$ cat src/rtl/pmp_pkg.sv
// constants and types of the mac-side port
// Behaviour
// RULE1: transmit clock runs continuously at link speed
// RULE2: mac frames transmit enable on clock edges
// RULE3: enabled transmit nibbles are taken for line
// RULE4: mac idles transmit data with idle or lpi
// RULE5: transmit error only requests low-power idle
// RULE6: 10M receive clock recovered only during carrier
// RULE7: 100M receive clock recovered while link up
// RULE8: receive clock runs at link speed rate
// RULE9: 10M valid rises with first delimiter nibble
// RULE10: 100M valid spans preamble through last nibble
// RULE11: one nibble per clock, else idle code
// RULE12: receive error flags coding errors in frame
// RULE13: eee receive error shows lpi while idle
// RULE14: 10M carrier follows preamble and end marker
// RULE15: 100M carrier follows start, end, idle symbols
// RULE16: half-duplex collision when transmit and receive
// RULE17: reduced-pin variant moves dibits per edge
// RULE18: strap 001 with select 0 gives 25M mode
// RULE19: strap 001 with select 1 gives 50M mode; code also needs xtal_is_50m_in set, else stays in 25M mode
// RULE20: strap 000 gives nibble-wide interface
// RULE21: clock rate changes only at link up
package pmp_pkg;
    localparam int SYS_CLK_KHZ  = 125000;
    localparam int NIB_10_KHZ   = 2500;
    localparam int NIB_100_KHZ  = 25000;
    localparam int DIV_W        = 6;
    localparam logic [DIV_W-1:0] DIV_10  =
        DIV_W'(SYS_CLK_KHZ / NIB_10_KHZ);
    localparam logic [DIV_W-1:0] DIV_100 =
        DIV_W'(SYS_CLK_KHZ / NIB_100_KHZ);
    localparam int NIB_W        = 4;
    localparam logic [3:0] IDLE_NIB      = 4'h0;
    localparam logic [3:0] LPI_NIB       = 4'h1;
    localparam logic [3:0] SFD_FIRST_NIB = 4'h5;
    localparam int STRAP_W      = 3;
    localparam logic [2:0] STRAP_MII  = 3'h0;
    localparam logic [2:0] STRAP_RMII = 3'h1;
    localparam int FW_NIB_LSB   = 0;
    localparam int FW_ERR_BIT   = 4;
    localparam int FW_EOF_BIT   = 5;
    localparam int FW_W         = 6;
    localparam int FIFO_DEPTH   = 32;
    typedef enum logic [2:0] {
        KIND_DATA = 3'h0,
        KIND_JK   = 3'h1,
        KIND_TR   = 3'h2,
        KIND_IDLE = 3'h3,
        KIND_LPI  = 3'h4
    } pmp_kind_type;
    typedef enum logic [1:0] {
        RX_IDLE = 2'h0,
        RX_PRE  = 2'h1,
        RX_FRM  = 2'h3
    } pmp_rx_state_type;

    function automatic logic [3:0] idle_nib(input logic lpi);
        idle_nib = lpi ? LPI_NIB : IDLE_NIB;
    endfunction : idle_nib
endpackage : pmp_pkg

$ cat src/rtl/pmp_strm_if.sv
// valid/ready word stream between the port's own modules
`timescale 1ns/1ps
interface pmp_strm_if #(parameter int W = 6);
    logic         valid;
    logic         ready;
    logic [W-1:0] data;
    modport src (output valid, output data, input ready);
    modport snk (input valid, input data, output ready);
endinterface : pmp_strm_if

$ cat src/rtl/pmp_mac_port.sv
// mac-facing nibble/dibit data port of the transceiver
`timescale 1ns/1ps
module pmp_mac_port #(
    parameter int FIFO_DEPTH = pmp_pkg::FIFO_DEPTH
) (
    // clock and reset
    input  wire logic       sys_clk_in,
    input  wire logic       srst_in,
    // configuration
    input  wire logic [2:0] cfg_strap_in,
    input  wire logic       ref50_sel_in,
    input  wire logic       xtal_is_50m_in,
    input  wire logic       eee_en_in,
    input  wire logic       full_duplex_in,
    input  wire logic       link_up_in,
    input  wire logic       speed_100_in,
    // mac transmit
    input  wire logic       tx_en_in,
    input  wire logic [3:0] tx_data_in,
    input  wire logic       tx_err_in,
    output logic            tx_clk_out,
    // mac receive
    output logic            rx_clk_out,
    output logic            rx_dv_out,
    output logic [3:0]      rx_data_out,
    output logic            rx_err_out,
    output logic            crs_out,
    output logic            col_out,
    output logic            ref_clk_out,
    // mode status
    output logic            rmii_mode_out,
    output logic            ref50_mode_out,
    output logic            rx_clk_recov_out,
    // line receive
    input  wire logic       ln_rx_valid_in,
    input  wire logic [2:0] ln_rx_kind_in,
    input  wire logic [3:0] ln_rx_nib_in,
    input  wire logic       ln_rx_err_in,
    input  wire logic       ln_rx_sfd_in,
    input  wire logic       ln_rec_tick_in,
    output logic            ln_rx_ready_out,
    // line transmit
    output logic            ln_tx_valid_out,
    output logic [3:0]      ln_tx_nib_out,
    output logic            ln_tx_lpi_out
);
    // mode capture
    logic        cap_done_r;
    logic [2:0]  strap_r;
    logic        rmii_r;
    logic        ref50_r;
    // speed and clocks
    logic        link_q_r;
    logic        speed_r;
    logic        recov_r;
    logic        tx_lvl;
    logic        tx_rise;
    logic        tx_fall;
    logic        rx_lvl;
    logic        rx_rise;
    logic        rx_fall;
    // receive line side
    pmp_pkg::pmp_rx_state_type st_r;
    pmp_pkg::pmp_rx_state_type st_nxt;
    logic        lpi_r;
    // receive mac side
    logic        half_r;
    // transmit
    logic        tx_half_r;
    logic [1:0]  tx_lo_r;
    logic        tx_act_r;

    pmp_strm_if #(.W(pmp_pkg::FW_W)) wr_if ();
    pmp_strm_if #(.W(pmp_pkg::FW_W)) rd_if ();

    // configuration
    // straps caught once after reset
    always_ff @(posedge sys_clk_in) begin
        if (srst_in) begin
            cap_done_r <= 1'b0;
            strap_r    <= pmp_pkg::STRAP_MII;
        end else if (!cap_done_r) begin
            cap_done_r <= 1'b1;
            strap_r    <= cfg_strap_in;
        end
    end

    // other strap codes fall back to mii
    wire rmii_sel  = (strap_r == pmp_pkg::STRAP_RMII); // see RULE20
    wire ref50_sel = rmii_sel && ref50_sel_in && xtal_is_50m_in; // see RULE19

    always_ff @(posedge sys_clk_in) begin
        if (srst_in) begin
            rmii_r <= 1'b0;
            ref50_r <= 1'b0;
        end else begin
            rmii_r  <= rmii_sel;                // see RULE17
            ref50_r <= ref50_sel;               // see RULE18
        end
    end

    // speed and clocks
    wire link_rise = link_up_in && !link_q_r;

    always_ff @(posedge sys_clk_in) begin
        if (srst_in) begin
            link_q_r <= 1'b0;
            speed_r  <= 1'b0;
        end else begin
            link_q_r <= link_up_in;
            if (link_rise) begin
                speed_r <= speed_100_in;        // see RULE21
            end
        end
    end

    wire [pmp_pkg::DIV_W-1:0] div_sel =
        speed_r ? pmp_pkg::DIV_100 : pmp_pkg::DIV_10; // see RULE1

    // cdr tick resyncs the recovered phase
    wire recov_nxt = link_up_in && (speed_r || st_r != pmp_pkg::RX_IDLE);
    wire rx_sync   = recov_r && ln_rec_tick_in; // see RULE6 RULE7

    pmp_clkgen #(.DIV_W(pmp_pkg::DIV_W)) u_txgen (
        .sys_clk_in (sys_clk_in),
        .srst_in    (srst_in),
        .div_in     (div_sel),
        .sync_in    (1'b0),
        .lvl_out    (tx_lvl),
        .rise_out   (tx_rise),
        .fall_out   (tx_fall)
    );

    pmp_clkgen #(.DIV_W(pmp_pkg::DIV_W)) u_rxgen (
        .sys_clk_in (sys_clk_in),
        .srst_in    (srst_in),
        .div_in     (div_sel),
        .sync_in    (rx_sync),
        .lvl_out    (rx_lvl),
        .rise_out   (rx_rise),
        .fall_out   (rx_fall)
    );

    // rmii: a dibit per nibble-clock edge
    wire tx_tick = rmii_r ? (tx_rise || tx_fall) : tx_rise;
    wire rx_tick = rmii_r ? (rx_rise || rx_fall) : rx_fall;

    always_ff @(posedge sys_clk_in) begin
        if (srst_in) begin
            tx_clk_out       <= 1'b0;
            rx_clk_out       <= 1'b0;
            ref_clk_out      <= 1'b0;
            recov_r          <= 1'b0;
            rx_clk_recov_out <= 1'b0;
            rmii_mode_out    <= 1'b0;
            ref50_mode_out   <= 1'b0;
        end else begin
            tx_clk_out       <= !rmii_r && tx_lvl;          // see RULE1
            rx_clk_out       <= !rmii_r && rx_lvl;          // see RULE8
            ref_clk_out      <= rmii_r && !ref50_r && tx_lvl;
            recov_r          <= recov_nxt;
            rx_clk_recov_out <= recov_nxt;
            rmii_mode_out    <= rmii_r;
            ref50_mode_out   <= ref50_r;
        end
    end

    // receive, line side
    wire take      = ln_rx_valid_in && wr_if.ready;
    wire k_data    = (ln_rx_kind_in == pmp_pkg::KIND_DATA);
    wire k_jk      = (ln_rx_kind_in == pmp_pkg::KIND_JK);
    wire k_end     = (ln_rx_kind_in == pmp_pkg::KIND_TR) ||
                     (ln_rx_kind_in == pmp_pkg::KIND_IDLE);
    wire k_lpi     = (ln_rx_kind_in == pmp_pkg::KIND_LPI);
    wire sfd_first = ln_rx_sfd_in && (ln_rx_nib_in == pmp_pkg::SFD_FIRST_NIB);

    always_comb begin
        st_nxt = st_r;
        if (!link_up_in) begin
            st_nxt = pmp_pkg::RX_IDLE;
        end else if (take) begin
            case (st_r)
                pmp_pkg::RX_IDLE: begin
                    if (speed_r && k_jk) begin
                        st_nxt = pmp_pkg::RX_FRM;       // see RULE15
                    end else if (!speed_r && k_data) begin
                        st_nxt = sfd_first ? pmp_pkg::RX_FRM
                                           : pmp_pkg::RX_PRE; // see RULE14
                    end
                end
                pmp_pkg::RX_PRE: begin
                    if (k_end) begin
                        st_nxt = pmp_pkg::RX_IDLE;
                    end else if (k_data && sfd_first) begin
                        st_nxt = pmp_pkg::RX_FRM;       // see RULE9
                    end
                end
                pmp_pkg::RX_FRM: begin
                    if (k_end) begin
                        st_nxt = pmp_pkg::RX_IDLE;      // see RULE15
                    end
                end
                default: st_nxt = pmp_pkg::RX_IDLE;
            endcase
        end
    end

    // 10M holds back preamble
    wire push_data = take && k_data &&
                     (st_nxt == pmp_pkg::RX_FRM); // see RULE10
    wire push_eof  = take && k_end && (st_r == pmp_pkg::RX_FRM);

    assign wr_if.valid = push_data || push_eof;
    assign wr_if.data  = {push_eof, ln_rx_err_in && k_data, ln_rx_nib_in};

    always_ff @(posedge sys_clk_in) begin
        if (srst_in) begin
            st_r    <= pmp_pkg::RX_IDLE;
            lpi_r   <= 1'b0;
            crs_out <= 1'b0;
        end else begin
            st_r    <= st_nxt;
            crs_out <= (st_nxt != pmp_pkg::RX_IDLE); // see RULE14 RULE15
            if (!eee_en_in || !link_up_in) begin
                lpi_r <= 1'b0;
            end else if (take) begin
                lpi_r <= k_lpi;
            end
        end
    end

    assign ln_rx_ready_out = wr_if.ready;

    pmp_fifo #(.W(pmp_pkg::FW_W), .DEPTH(FIFO_DEPTH)) u_fifo (
        .sys_clk_in (sys_clk_in),
        .srst_in    (srst_in),
        .wr         (wr_if.snk),
        .rd         (rd_if.src)
    );

    // receive, mac side
    wire       w_eof = rd_if.data[pmp_pkg::FW_EOF_BIT];
    wire       w_err = rd_if.data[pmp_pkg::FW_ERR_BIT];
    wire [3:0] w_nib = rd_if.data[pmp_pkg::FW_NIB_LSB +: pmp_pkg::NIB_W];
    wire       have  = rd_if.valid;
    // rmii pops after the high dibit
    wire       done  = w_eof || !rmii_r || half_r;

    assign rd_if.ready = rx_tick && have && done;

    wire [3:0] out_nib = rmii_r ? {2'b00, half_r ? w_nib[3:2] : w_nib[1:0]}
                                : w_nib;
    wire       lpi_eee = eee_en_in && lpi_r;

    always_ff @(posedge sys_clk_in) begin
        if (srst_in) begin
            rx_dv_out   <= 1'b0;
            rx_data_out <= pmp_pkg::IDLE_NIB;
            rx_err_out  <= 1'b0;
            half_r      <= 1'b0;
        end else if (rx_tick) begin
            if (have && !w_eof) begin
                rx_dv_out   <= 1'b1;                    // see RULE11
                rx_data_out <= out_nib;
                rx_err_out  <= w_err;                   // see RULE12
                half_r      <= rmii_r && !half_r;
            end else if (have || !rx_dv_out) begin
                rx_dv_out   <= 1'b0;
                rx_data_out <= pmp_pkg::idle_nib(lpi_eee); // see RULE11
                rx_err_out  <= lpi_eee;                 // see RULE13
                half_r      <= 1'b0;
            end else begin
                // starved mid-frame: flag lost nibble
                rx_err_out  <= 1'b1;                    // see RULE12
            end
        end
    end

    // transmit
    // mac lines settle before our sample
    wire tx_lpi_req = eee_en_in && !tx_en_in &&
        (tx_err_in || tx_data_in == pmp_pkg::LPI_NIB); // see RULE4 RULE5

    always_ff @(posedge sys_clk_in) begin
        if (srst_in) begin
            ln_tx_valid_out <= 1'b0;
            ln_tx_nib_out   <= pmp_pkg::IDLE_NIB;
            ln_tx_lpi_out   <= 1'b0;
            tx_half_r       <= 1'b0;
            tx_lo_r         <= 2'b00;
            tx_act_r        <= 1'b0;
        end else begin
            ln_tx_valid_out <= 1'b0;
            if (tx_tick) begin
                tx_act_r      <= tx_en_in;              // see RULE2
                ln_tx_lpi_out <= tx_lpi_req;
                if (!tx_en_in) begin
                    tx_half_r <= 1'b0;
                end else if (rmii_r && !tx_half_r) begin
                    tx_lo_r   <= tx_data_in[1:0];
                    tx_half_r <= 1'b1;
                end else begin
                    ln_tx_valid_out <= 1'b1;            // see RULE3
                    ln_tx_nib_out   <= rmii_r ?
                        {tx_data_in[1:0], tx_lo_r} : tx_data_in; // see RULE17
                    tx_half_r       <= 1'b0;
                end
            end
        end
    end

    // rmii mac rebuilds collision
    always_ff @(posedge sys_clk_in) begin
        if (srst_in) begin
            col_out <= 1'b0;
        end else begin
            col_out <= !rmii_r && !full_duplex_in && link_up_in &&
                       tx_act_r && (st_r != pmp_pkg::RX_IDLE); // see RULE16
        end
    end
endmodule : pmp_mac_port

$ cat src/rtl/pmp_fifo.sv
// synchronous fifo with registered ready on the fill side
`timescale 1ns/1ps
module pmp_fifo #(
    parameter int W     = 6,
    parameter int DEPTH = 32
) (
    // clock and reset
    input  wire logic  sys_clk_in,
    input  wire logic  srst_in,
    // streams
    pmp_strm_if.snk    wr,
    pmp_strm_if.src    rd
);
    localparam int AW = $clog2(DEPTH);
    localparam logic [AW:0] FULL_CNT = (AW+1)'(DEPTH);

    logic [W-1:0]  mem [DEPTH];
    logic [AW-1:0] wp_r;
    logic [AW-1:0] rp_r;
    logic [AW:0]   cnt_r;
    logic [AW:0]   cnt_nxt;
    logic          rdy_r;

    wire push = wr.valid && rdy_r;
    wire pop  = rd.ready && (cnt_r != '0);

    assign cnt_nxt  = cnt_r + (AW+1)'(push) - (AW+1)'(pop);
    assign wr.ready = rdy_r;
    assign rd.valid = (cnt_r != '0);
    assign rd.data  = mem[rp_r];

    always_ff @(posedge sys_clk_in) begin
        if (push) begin
            mem[wp_r] <= wr.data;
        end
    end

    // ready is registered so the line sees a flop
    always_ff @(posedge sys_clk_in) begin
        if (srst_in) begin
            wp_r  <= '0;
            rp_r  <= '0;
            cnt_r <= '0;
            rdy_r <= 1'b0;
        end else begin
            wp_r  <= push ? AW'(wp_r + 1'b1) : wp_r;
            rp_r  <= pop ? AW'(rp_r + 1'b1) : rp_r;
            cnt_r <= cnt_nxt;
            rdy_r <= (cnt_nxt != FULL_CNT);
        end
    end
endmodule : pmp_fifo

$ cat src/rtl/pmp_clkgen.sv
// divider making a port clock level and its edge pulses
`timescale 1ns/1ps
module pmp_clkgen #(
    parameter int DIV_W = 6
) (
    // clock and reset
    input  wire logic             sys_clk_in,
    input  wire logic             srst_in,
    // control
    input  wire logic [DIV_W-1:0] div_in,
    input  wire logic             sync_in,
    // outputs
    output logic                  lvl_out,
    output logic                  rise_out,
    output logic                  fall_out
);
    logic [DIV_W-1:0] cnt_r;
    logic [DIV_W-1:0] cnt_nxt;

    wire [DIV_W-1:0] half = div_in >> 1;
    wire             wrap = sync_in || (cnt_r >= DIV_W'(div_in - 1'b1));

    assign cnt_nxt = wrap ? '0 : DIV_W'(cnt_r + 1'b1);

    // odd divisors: short high phase
    always_ff @(posedge sys_clk_in) begin
        if (srst_in) begin
            cnt_r    <= '0;
            lvl_out  <= 1'b0;
            rise_out <= 1'b0;
            fall_out <= 1'b0;
        end else begin
            cnt_r    <= cnt_nxt;
            lvl_out  <= (cnt_nxt < half);
            rise_out <= (cnt_nxt == '0);
            fall_out <= (cnt_nxt == half);
        end
    end
endmodule : pmp_clkgen

$ cat config.mk
export PLATFORM = sky130hd
export DESIGN_NAME = pmp_mac_port
export DESIGN_NICKNAME = d
export VERILOG_FILES = /design/src/rtl/pmp_pkg.sv /design/src/rtl/pmp_strm_if.sv /design/src/rtl/pmp_mac_port.sv /design/src/rtl/pmp_fifo.sv /design/src/rtl/pmp_clkgen.sv
export SDC_FILE = /design/constraint.sdc
export NUM_CORES = 1
export LEC_CHECK = 0
export ABC_AREA = 1
export CORE_ASPECT_RATIO = 0.6
export CORE_UTILIZATION = 55
export CTS_BUF_LIST = sky130_fd_sc_hd__clkbuf_2 sky130_fd_sc_hd__clkbuf_4 sky130_fd_sc_hd__clkbuf_8
export DETAILED_ROUTE_END_ITERATION = 8
export DONT_BUFFER_PORTS = 1
export PLACE_DENSITY = 0.71
export SKIP_LAST_GASP = 1
export SLEW_MARGIN = 20
export SYNTH_ARGS = -nofsm -noshare
export SYNTH_HDL_FRONTEND = slang
export SYNTH_SLANG_ARGS = --single-unit
export TNS_END_PERCENT = 100
$ cat constraint.sdc
create_clock -name sys_clk_in -period 5.5 [get_ports sys_clk_in]
set_input_delay 0.55 -clock sys_clk_in [delete_from_list [all_inputs] [get_ports sys_clk_in]]
set_output_delay 0.55 -clock sys_clk_in [all_outputs]
set_load 0.005 [all_outputs]
==> flow_summary.ini, run 1 <==
[critical_path]
path_depth = 21
crit_path_max_incr_delay_ps = 850
crit_path_max_fanout = 64
reg2reg_slack_ps = 1320
critPathCaptureType = register
cp_num_buf_inv = 4
required_ps = 5910
critical_path_arrival_ps = 4590
slowest_stage = inv_2
critPathLaunchType = register
path_delay_family = simple AND/OR/NAND/NOR gates
r2r_cells = 21
cp-endpoint = u_fifo.wr.ready
crit_chain = inv_2, nand2_1, nand3_1, nand3_1, nand2_1, nand2_1, nand3_1, nand2_1, nand2_2, nand2_2, inv_2, ha_1, inv_1, ha_1, inv_1, fa_1, o21a_1, xor2_1, nand4_1, nor2_1, a21oi_1
timing.critical_path.mode_cell = nand2_1
critPathKind = register to register
reg2reg_to = u_fifo.wr.ready

[logic_synthesis]
ys_seq_area_frac = 0.6293
synth_top_area_cell = edfxtp_1
synth_nets = 1239
synth_warnings = 0
yosysTopAreaCellShare = 0.4979
ys.flop_type = edfxtp_1
synth.area.mux_share = 0
synth_cell_types = 38
synth_simple_gate_area_frac = 0.2328
synth-seq-cells = 268
netlist_area_mm2 = 0.01158
synth_xor_xnor_area_share = 0.01059
synth_fa_ha_area_frac = 0.03523
yosys-top-cells-area = edfxtp_1, dfxtp_1, nand2_1
synth_top_family_by_area = simple AND/OR/NAND/NOR gates
synth_compound_area_frac = 0.04063
async_reset_ff_frac = 0
synth_area_per_cell_um2 = 9.821
synth_edf_count = 192
syn_inst = 1179

[floorplan]
fp.dieArea_mm2 = 0.02166
die_w_um = 189.3
die_height_um = 114.4
rows = 40
start_util = 0.5698
io-pin-count = 49
coreArea_mm2 = 0.02032

[timing]
rsz0062_at_grt = false
skew_ps = 15.18
hold_viol_final = 0
finalSetupViolCount = 0
drv_slew = 0
tightest_slew_ps = 1078
finalCriticalPeriod_ps = 4179
slew_headroom = 0.2804
max_freq_mhz = 239.3
fin_crit_sh = 0.7599
tns_ps = 0

[grt]
track_usage = 0.2595
grt_overflow_total = 0
grt_pass1_vias = 7437
grt_pass1_wl_mm = 42.28
antenna_found_initial = 0
grt_max_degree = 65

[cts]
cts.hold.buffers_added = 0
clk_latency_ps = 540
cts_htree_levels = 2
post_cts_buffers = 0
clkSinkCount = 268
clockBufferDepth = 3
tritoncts = yes
clock-root-buffer = clkbuf_8
path_clk_slew_ps = 60
numCtsBuffers = 38
cts_resized = 0

[route]
firstDrtPassIters = 5
post_drt_via_cell_ratio = 5.534
remaining_drc_errors = 0
via_count = 8151
wl_per_cell_um = 18.43
drtIter0Drc = 1034
routed_wl_mm = 27.15
final_antenna_net_count = 0

[place]
dp_hpwl_mm = 17.74
port_buffers = 0
routabilityCongestion = 0.8699
dpl_cell_area_mm2 = 0.01175

[finish]
diodes = 0
syn_to_final_growth_pct = 7.651
drive_gt1_frac = 0.07000
nFillCells = 1723
stdcell_area_mm2 = 0.01246
final_util = 0.6134
nets = 1238

[power]
ir_drop_v = 0.0002896
leakage_nw = 4.924
power-per-cell-area_mw_per_mm2 = 317.0

[hold_path]
hold_path.class = input port to register
hold_start = srst_in

[status]
status = finished, final reports clean

[job]
cap_violations = 0
==> layout by cell type, fill, tap and decap left out, drive strengths merged <==
| cell type | instances |
|---|---|
| a21oi | 35 |
| o21ai | 37 |
| buf | 7 |
| o21bai | 1 |
| and2 | 1 |
| nand3 | 168 |
| or2 | 2 |
| and3 | 2 |
| a31oi | 4 |
| xnor2 | 4 |
| clkinv | 3 |
| fa | 1 |
| nand4 | 6 |
| dfxtp | 76 |
| nor4 | 3 |
| edfxtp | 192 |
| ha | 31 |
| o211ai | 6 |
| o311a | 1 |
| inv | 96 |
| xor2 | 10 |
| nor2 | 150 |
| clkbuf | 59 |
| nand3b | 1 |
| a211oi | 1 |
| o21a | 2 |
| nor3 | 10 |
| nand2 | 291 |
==> logic make-up after synthesis <==
| kind of cell | count (synthesis) |
|---|---|
| flip-flops | 268 |
| XOR/XNOR | 14 |
| AO/OA/AOI/OAI | 87 |
| adder cells (fa/ha/maj) | 32 |
| buffers and inverters | 144 |
| AND/OR/NAND/NOR | 634 |
==> worst min-delay path by stage <==
stage	endpoint	slack [ps]	cells past startpoint
after floorplan	ref_clk_out	400	1
after global placement	rmii_r	430	1
after detailed placement	rx_clk_out	420	2
after CTS	tx_half_r	60	1
after global routing	u_rxgen.cnt_r[5]	50	1
final	u_rxgen.cnt_r[5]	90	1
==> per-stage QoR <==
| stage | setup WS [ps] | cells | hold slack (ps) | power (mW) |
|---|---|---|---|---|
| final | 1321 | 1473 | 88.16 | 3.951 |
| after global routing | 910.6 | 1473 | 54.63 | 4.101 |
| after CTS | 1309 | 1473 | 56.92 | 3.977 |
| after detailed placement | 1331 | 1411 | 423.5 | 2.466 |
| after global placement | 1511 | 1411 | 426.0 | 2.460 |
| after floorplan | 1446 | 1179 | 397.0 | 2.415 |
==> state kept, by name, summed over array words and instances, names as in the netlist, 2 cells and up, named ones only <==
signal         flops
ln_tx_nib_out      4
rx_data_out        4
st_r               2
strap_r            3
tx_lo_r            2
u_fifo.cnt_r       6
u_fifo.mem       192
u_fifo.rp_r        5
u_fifo.wp_r        5
u_rxgen.cnt_r      6
u_txgen.cnt_r      6
==> final cells by class <==
| class | instances | area (um2) | area share |
|---|---|---|---|
| flip-flops and latches | 268 | 7291 | 0.5849 |
| multi-input cells | 767 | 3701 | 0.2969 |
| clock buffers | 59 | 705.7 | 0.05661 |
| inverters | 96 | 360.3 | 0.02891 |
| well taps | 273 | 341.6 | 0.02740 |
| repair buffers | 7 | 52.55 | 0.004216 |
| clock inverters | 3 | 12.51 | 0.001004 |
==> Yosys cell counts (3+ instances only) <==
cell	n
clkbuf_1	13
nor4_1	3
xor2_1	10
inv_2	3
a21oi_1	35
ha_1	31
nand4_1	6
o21ai_1	3
dfxtp_1	76
o21ai_0	34
buf_1	6
inv_1	93
nor2_1	149
o211ai_1	6
nor3_1	8
nand2_2	3
xnor2_1	4
a31oi_1	4
edfxtp_1	192
buf_2	23
nand2_1	285
buf_4	5
nand3_1	167
nand2_4	3
==> per-layer routing <==
metal,part of all wire,vias to the layer above,track usage
met1,0.50,3800,0.4325
met4,0.011,0,0.05054
met2,0.38,360,0.3252
li1,-,3958,-
met3,0.12,33,0.07355
met5,0,-,0
==> worst register-to-register path: cells and delay by family (launching register included) <==
kind                       cells  cell delay (ps)
adders and majority gates      3              820
DFF                            1              490
xor gates and xnor gates       1              180
buffers and inverters          4             1090
AOI/OAI and AO/OA              2              270
and+or+nand+nor               11             1210
==> report_power, final <==
part	internal [mW]	switching, mW	leakage [nW]
clock	0.808	0.717	0.387
sequential	2.18	0.0222	2.38
combinational	0.0788	0.144	2.16
total	3.07	0.883	4.92
No activity file was read; power rests on OpenSTA's default activity.
==> inputs of run 2 (changes only) <==
ABC_AREA = 0   (was 1)
clock period = 4.3 ns   (was 5.5 ns; I/O delays follow)
==> run 2 against run 1 <==
  * Register-to-register slack lost 860 ps
  * Core utilization grew 2.0 points
  * Synthesized cell count shrank 37%
  * Maximum frequency grew 8.9%
  * Non-clock buffer count grew 21
  * Sequential share of layout area grew 0.77 points
  * Worst hold slack lost 71 ps
  * Sequential power grew 28%
  * Largest cell class unchanged
  * Largest power group unchanged
==> flow_summary.ini, run 2 <==
[route]
final_antenna_net_count = 0
wl_per_cell_um = 25.00
drtIter0Drc = 953
via_count = 6713
firstDrtPassIters = 5
routed_wl_mm = 27.00
post_drt_via_cell_ratio = 6.216
remaining_drc_errors = 0

[cts]
clk_latency_ps = 530
clock-root-buffer = clkbuf_8
numCtsBuffers = 38
cts_htree_levels = 2
path_clk_slew_ps = 70
clkSinkCount = 268
clockBufferDepth = 3
tritoncts = yes
cts_resized = 0

[finish]
drive_gt1_frac = 0.1462
nFillCells = 1425
final_util = 0.6334
top_register = u_fifo.mem
diodes = 0
final_common_cell = edfxtp_1
largest_reg_flops = 192
syn_to_final_growth_pct = 10.72
seqCellArea_mm2 = 0.007291
multi_input_area_mm2 = 0.003557
layout_common_cells = edfxtp_1, nor2_1, dfxtp_1
nets = 847
stdcell_area_mm2 = 0.01230

[hold_path]
hold_start = ln_rx_nib_in[3]
hold_path.class = input port to register
whs_endpoint = u_fifo.mem[5][3]
whs_path_depth = 0

[power]
p_switching_mw = 1.095
pwr-share-comb = 0.043
switching_share = 0.2175
p_int_mw = 3.939
leakage_nw = 3.968
power-per-cell-area_mw_per_mm2 = 409.2
pwr-share-seq = 0.558
ir_drop_v = 0.0003194
pwr-share-clk = 0.399

[logic_synthesis]
synth_cell_types = 67
synth_top_area_cell = edfxtp_1
synth_simple_gate_area_frac = 0.09426
yosysTopAreaCellShare = 0.5189
synth_compound_area_frac = 0.05191
synth_commonest_cells = edfxtp_1, nor2_1, dfxtp_1
synth_edf_count = 192
synth.area.mux_share = 0.1238
netlist_area_mm2 = 0.01111
yosys-top-cells-area = edfxtp_1, dfxtp_1, mux4_2
async_reset_ff_frac = 0
synth_xor_xnor_area_share = 0.01340
synth_area_per_cell_um2 = 14.87
synth-seq-cells = 268
synth_nets = 807
ys_seq_area_frac = 0.6559
synth_warnings = 0
synth_fa_ha_area_frac = 0.03671
ys.flop_type = edfxtp_1
syn_inst = 747
synth.most_common_cell = edfxtp_1
synth_top_family_by_area = multiplexers

[timing]
tns_ps = 0
slew_headroom = 0.3825
max_freq_mhz = 260.5
rsz0062_at_grt = false
worst_slack_ps = 461.6
drv_slew = 0
holdWs_ps = 16.76
skew_ps = 17.79
finalCriticalPeriod_ps = 3838
hold_viol_final = 0
finalSetupViolCount = 0
fin_crit_sh = 0.8927
tightest_slew_ps = 925.2

[critical_path]
critPathKind = register to register
critical_path_arrival_ps = 4240
critPathLaunchType = register
r2r_cells = 17
reg2reg_to = u_fifo.wr.ready
required_ps = 4700
reg2reg_slack_ps = 460
critPathCaptureType = register
crit_path_max_fanout = 29

[grt]
grt_overflow_total = 0
antenna_found_initial = 1
grt_max_degree = 47
track_usage = 0.2596
grt_pass1_vias = 6487
grt_pass1_wl_mm = 39.32

[floorplan]
fp.dieArea_mm2 = 0.02079
die_height_um = 112.1
io-pin-count = 49
start_util = 0.5721
die_w_um = 185.5
coreArea_mm2 = 0.01942
rows = 39

[place]
routabilityCongestion = 0.9140
place_ws_ps = 467.6
dp_hpwl_mm = 17.25
port_buffers = 0
dpl_cell_area_mm2 = 0.01136

[job]
cap_violations = 0

[status]
status = finished, final reports clean
-- run 2: cell types whose count changed after synthesis, moves of 12 or more --
cell     change
mux4_2      +33
o21ai_0     -25
nor2_1      -59
inv_1       -66
buf_2       -16
nand2_1    -263
nor2b_1     +12
mux2i_1     +41
nand3_1    -153
-- run 2: cell type report --
type | instances | share of cell area
clock buffer | 49 | 0.05075
clock inverter | 18 | 0.01058
inverter | 27 | 0.008238
multi-input combinational | 424 | 0.2892
sequential | 268 | 0.5927
tap | 266 | 0.02705
timing repair buffer | 28 | 0.02156
-- run 2: power by group through the flow --
| stage | Combinational (mW) | Sequential, mW | Clock [mW] |
|---|---|---|---|
| after global placement | 0.161 | 2.86 | 0 |
| after global routing | 0.238 | 2.81 | 2.14 |
| after CTS | 0.196 | 2.81 | 2.03 |
| final | 0.218 | 2.81 | 2.01 |
| after detailed placement | 0.170 | 2.86 | 0 |
| after floorplan | 0.132 | 2.86 | 0 |
-- run 2: worst max-delay path, cell delays in order (launching register included) --
cell	delay (ps)
dfxtp_2	850
mux2i_1	320
a22oi_1	120
nand4b_1	120
nand3_2	160
o31ai_4	470
inv_1	110
ha_1	310
inv_1	60
ha_1	160
inv_1	70
fa_1	420
inv_1	70
a21oi_1	60
nor2_1	100
nor2_1	60
xor2_1	160
a31oi_1	110
-- run 2: cell families (layout without fill, tap and decap cells) --
kind of cell	after synthesis	in the layout
flip-flops	268	268
AND/OR/NAND/NOR	208	208
AO/OA/AOI/OAI	84	84
multiplexers	83	83
buffers and inverters	55	122
adder cells (fa/ha/maj)	32	32
XOR/XNOR	17	17
-- run 2: how the worst max path moves through the flow --
stage	cells after the start	start	slack (ps)	to
global placement	16	register	570	u_fifo.wr.ready
detailed placement	17	register	470	u_fifo.wr.ready
global route	15	register	120	u_fifo.wr.ready
CTS	17	register	460	u_fifo.wr.ready
finish	17	register	460	u_fifo.wr.ready
floorplan	12	speed_r	1130	u_rxgen.lvl_out
-- run 2: layer usage --
metal,global-route usage,wire (um),vias up
met5,0,0,-
met4,0.05675,398,0
met3,0.08112,3431,38
met2,0.3476,10880,381
met1,0.4115,12280,3377
li1,-,-,2917
-- run 2: repair_timing --
action / in CTS / in global routing
hold buffers: 10 / 8
endpoints found under the hold margin: 94 / 26
setup buffers: 0 / 0
-- run 2: metrics by stage --
step	cells	total power [mW]
floorplan	747	2.991
global placement	995	3.026
detailed placement	995	3.035
CTS	1072	5.035
global route	1080	5.188
finish	1080	5.034
==> inputs of run 3 (changes only) <==
GPL_TIMING_DRIVEN = 0   (was default)
==> run 3 against run 2 <==
  * Cell area is 0.59% higher
  * Routed wire length is 2.3% higher
  * Combinational power shrank 3%
  * Register-to-register slack gained 20 ps
  * Critical path type unchanged
  * Critical endpoint is now u_rxgen.lvl_out
  * Largest power group unchanged
==> flow_summary.ini, run 3 (synthesis results as in run 2) <==
[status]
status = finished, final reports clean

[finish]
layout_common_cells = edfxtp_1, nor2_1, dfxtp_1
stdcell_area_mm2 = 0.01237
final_cell_count_no_fill = 1098
syn_to_final_growth_pct = 11.37
drive_gt1_frac = 0.1552
largest_reg_flops = 192
nets = 862
top_register = u_fifo.mem
final_util = 0.6372
final_common_cell = edfxtp_1

[timing]
rsz0062_at_grt = false
finalSetupViolCount = 0
skew_ps = 24.54
worst_slack_ps = 484.3
slew_headroom = 0.3309
tightest_slew_ps = 1003
drv_slew = 0
fin_crit_sh = 0.8874
hold_viol_final = 0
finalCriticalPeriod_ps = 3816
holdWs_ps = 11.91
max_freq_mhz = 262.1
tns_ps = 0

[power]
power-per-cell-area_mw_per_mm2 = 409.7
leakage_nw = 4.019
ir_drop_v = 0.0002758
power_mw = 5.069

[route]
routed_wl_mm = 27.62
remaining_drc_errors = 0
drtIter0Drc = 952
post_drt_via_cell_ratio = 6.155
firstDrtPassIters = 7
via_count = 6758
final_antenna_net_count = 0
wl_per_cell_um = 25.16

[critical_path]
critical_path_arrival_ps = 4210
r2r_cells = 12
required_ps = 4700
critPathCaptureType = register
critPathLaunchType = register
reg2reg_slack_ps = 480
critPathKind = register to register
crit_path_max_fanout = 12

[grt]
track_usage = 0.2701
grt_overflow_total = 0
antenna_found_initial = 1
grt_pass1_vias = 6633
grt_max_degree = 34
grt_pass1_wl_mm = 40.15

[cts]
numCtsBuffers = 39
clk_latency_ps = 530
clock-root-buffer = clkbuf_8
path_clk_slew_ps = 60
tritoncts = yes
clockBufferDepth = 3
cts_htree_levels = 2
clkSinkCount = 268

[floorplan]
start_util = 0.5721
die_w_um = 185.5
io-pin-count = 49
fp.dieArea_mm2 = 0.02079
die_height_um = 112.1
rows = 39
coreArea_mm2 = 0.01942

[place]
dp_hpwl_mm = 18.52
port_buffers = 0
dpl_cell_area_mm2 = 0.01144
routabilityCongestion = 0.9304
post-place-cells = 1013
place_ws_ps = 284.4

[job]
cap_violations = 0

[hold_path]
hold_path.class = input port to register
whs_path_depth = 0
run 3: changes by cell type in the layout (fill, tap and decap cells not counted), moves of 2 or more:
cell,previous run,this run
buf_1,0,5
buf_2,0,7
buf_4,10,5
buf_6,0,2
buf_8,0,2
clkbuf_1,0,8
clkbuf_4,8,15
clkbuf_8,41,43
clkinv_1,10,8
clkinv_2,5,3
dfxtp_1,73,75
dfxtp_2,3,1
dlygate4sd3_1,17,13
run 3: timing repair:
action,in CTS,in global routing
endpoints found under the hold margin,38,42
gates resized for setup,0,3
hold buffers,5,8
setup buffers,0,1
setup endpoints to repair,0,4
run 3: final timing paths:
path,startpoint,end
setup / recovery,speed_r,u_rxgen.lvl_out
hold reg to reg,ref50_r,ref_clk_out
hold / removal,ln_rx_nib_in[2],u_fifo.mem[25][2]
setup reg to reg,speed_r,u_rxgen.lvl_out
run 3: layout make-up:
cell class | count | area [um2]
sequential | 268 | 7288
fill | 1420 | 7047
multi-input combinational | 424 | 3566
clock buffer | 58 | 704.4
tap | 266 | 332.8
buffer | 28 | 166.4
timing repair buffer | 14 | 137.6
inverter | 27 | 101.3
clock inverter | 12 | 75.07
antenna | 1 | 2.502
run 3: worst max-delay path, stage by stage (launching register included):
cell and delay [ps]:
dfxtp_2 530, inv_1 300, ha_1 370, or3b_1 340
a211o_1 300, a21o_1 180, a221o_1 350, clkbuf_1 220
nor2_1 160, ha_1 270, a211oi_1 290, a21oi_1 110
nor3_1 260
run 3: per-layer routing:
| layer | share of wire | GRT usage | wire length, um | up-vias |
|---|---|---|---|---|
| li1 | - | - | - | 2949 |
| met1 | 0.46 | 0.4379 | 12610 | 3326 |
| met2 | 0.38 | 0.3448 | 10570 | 427 |
| met3 | 0.14 | 0.09345 | 3886 | 56 |
| met4 | 0.020 | 0.05895 | 556 | 0 |
| met5 | 0 | 0 | 0 | - |
run 3: where the power goes:
part,switching (mW),internal [mW],leakage [nW]
Clock,0.939,1.11,0.417
Sequential,0.0256,2.78,2.24
Combinational,0.132,0.0800,1.36
Total,1.10,3.97,4.02
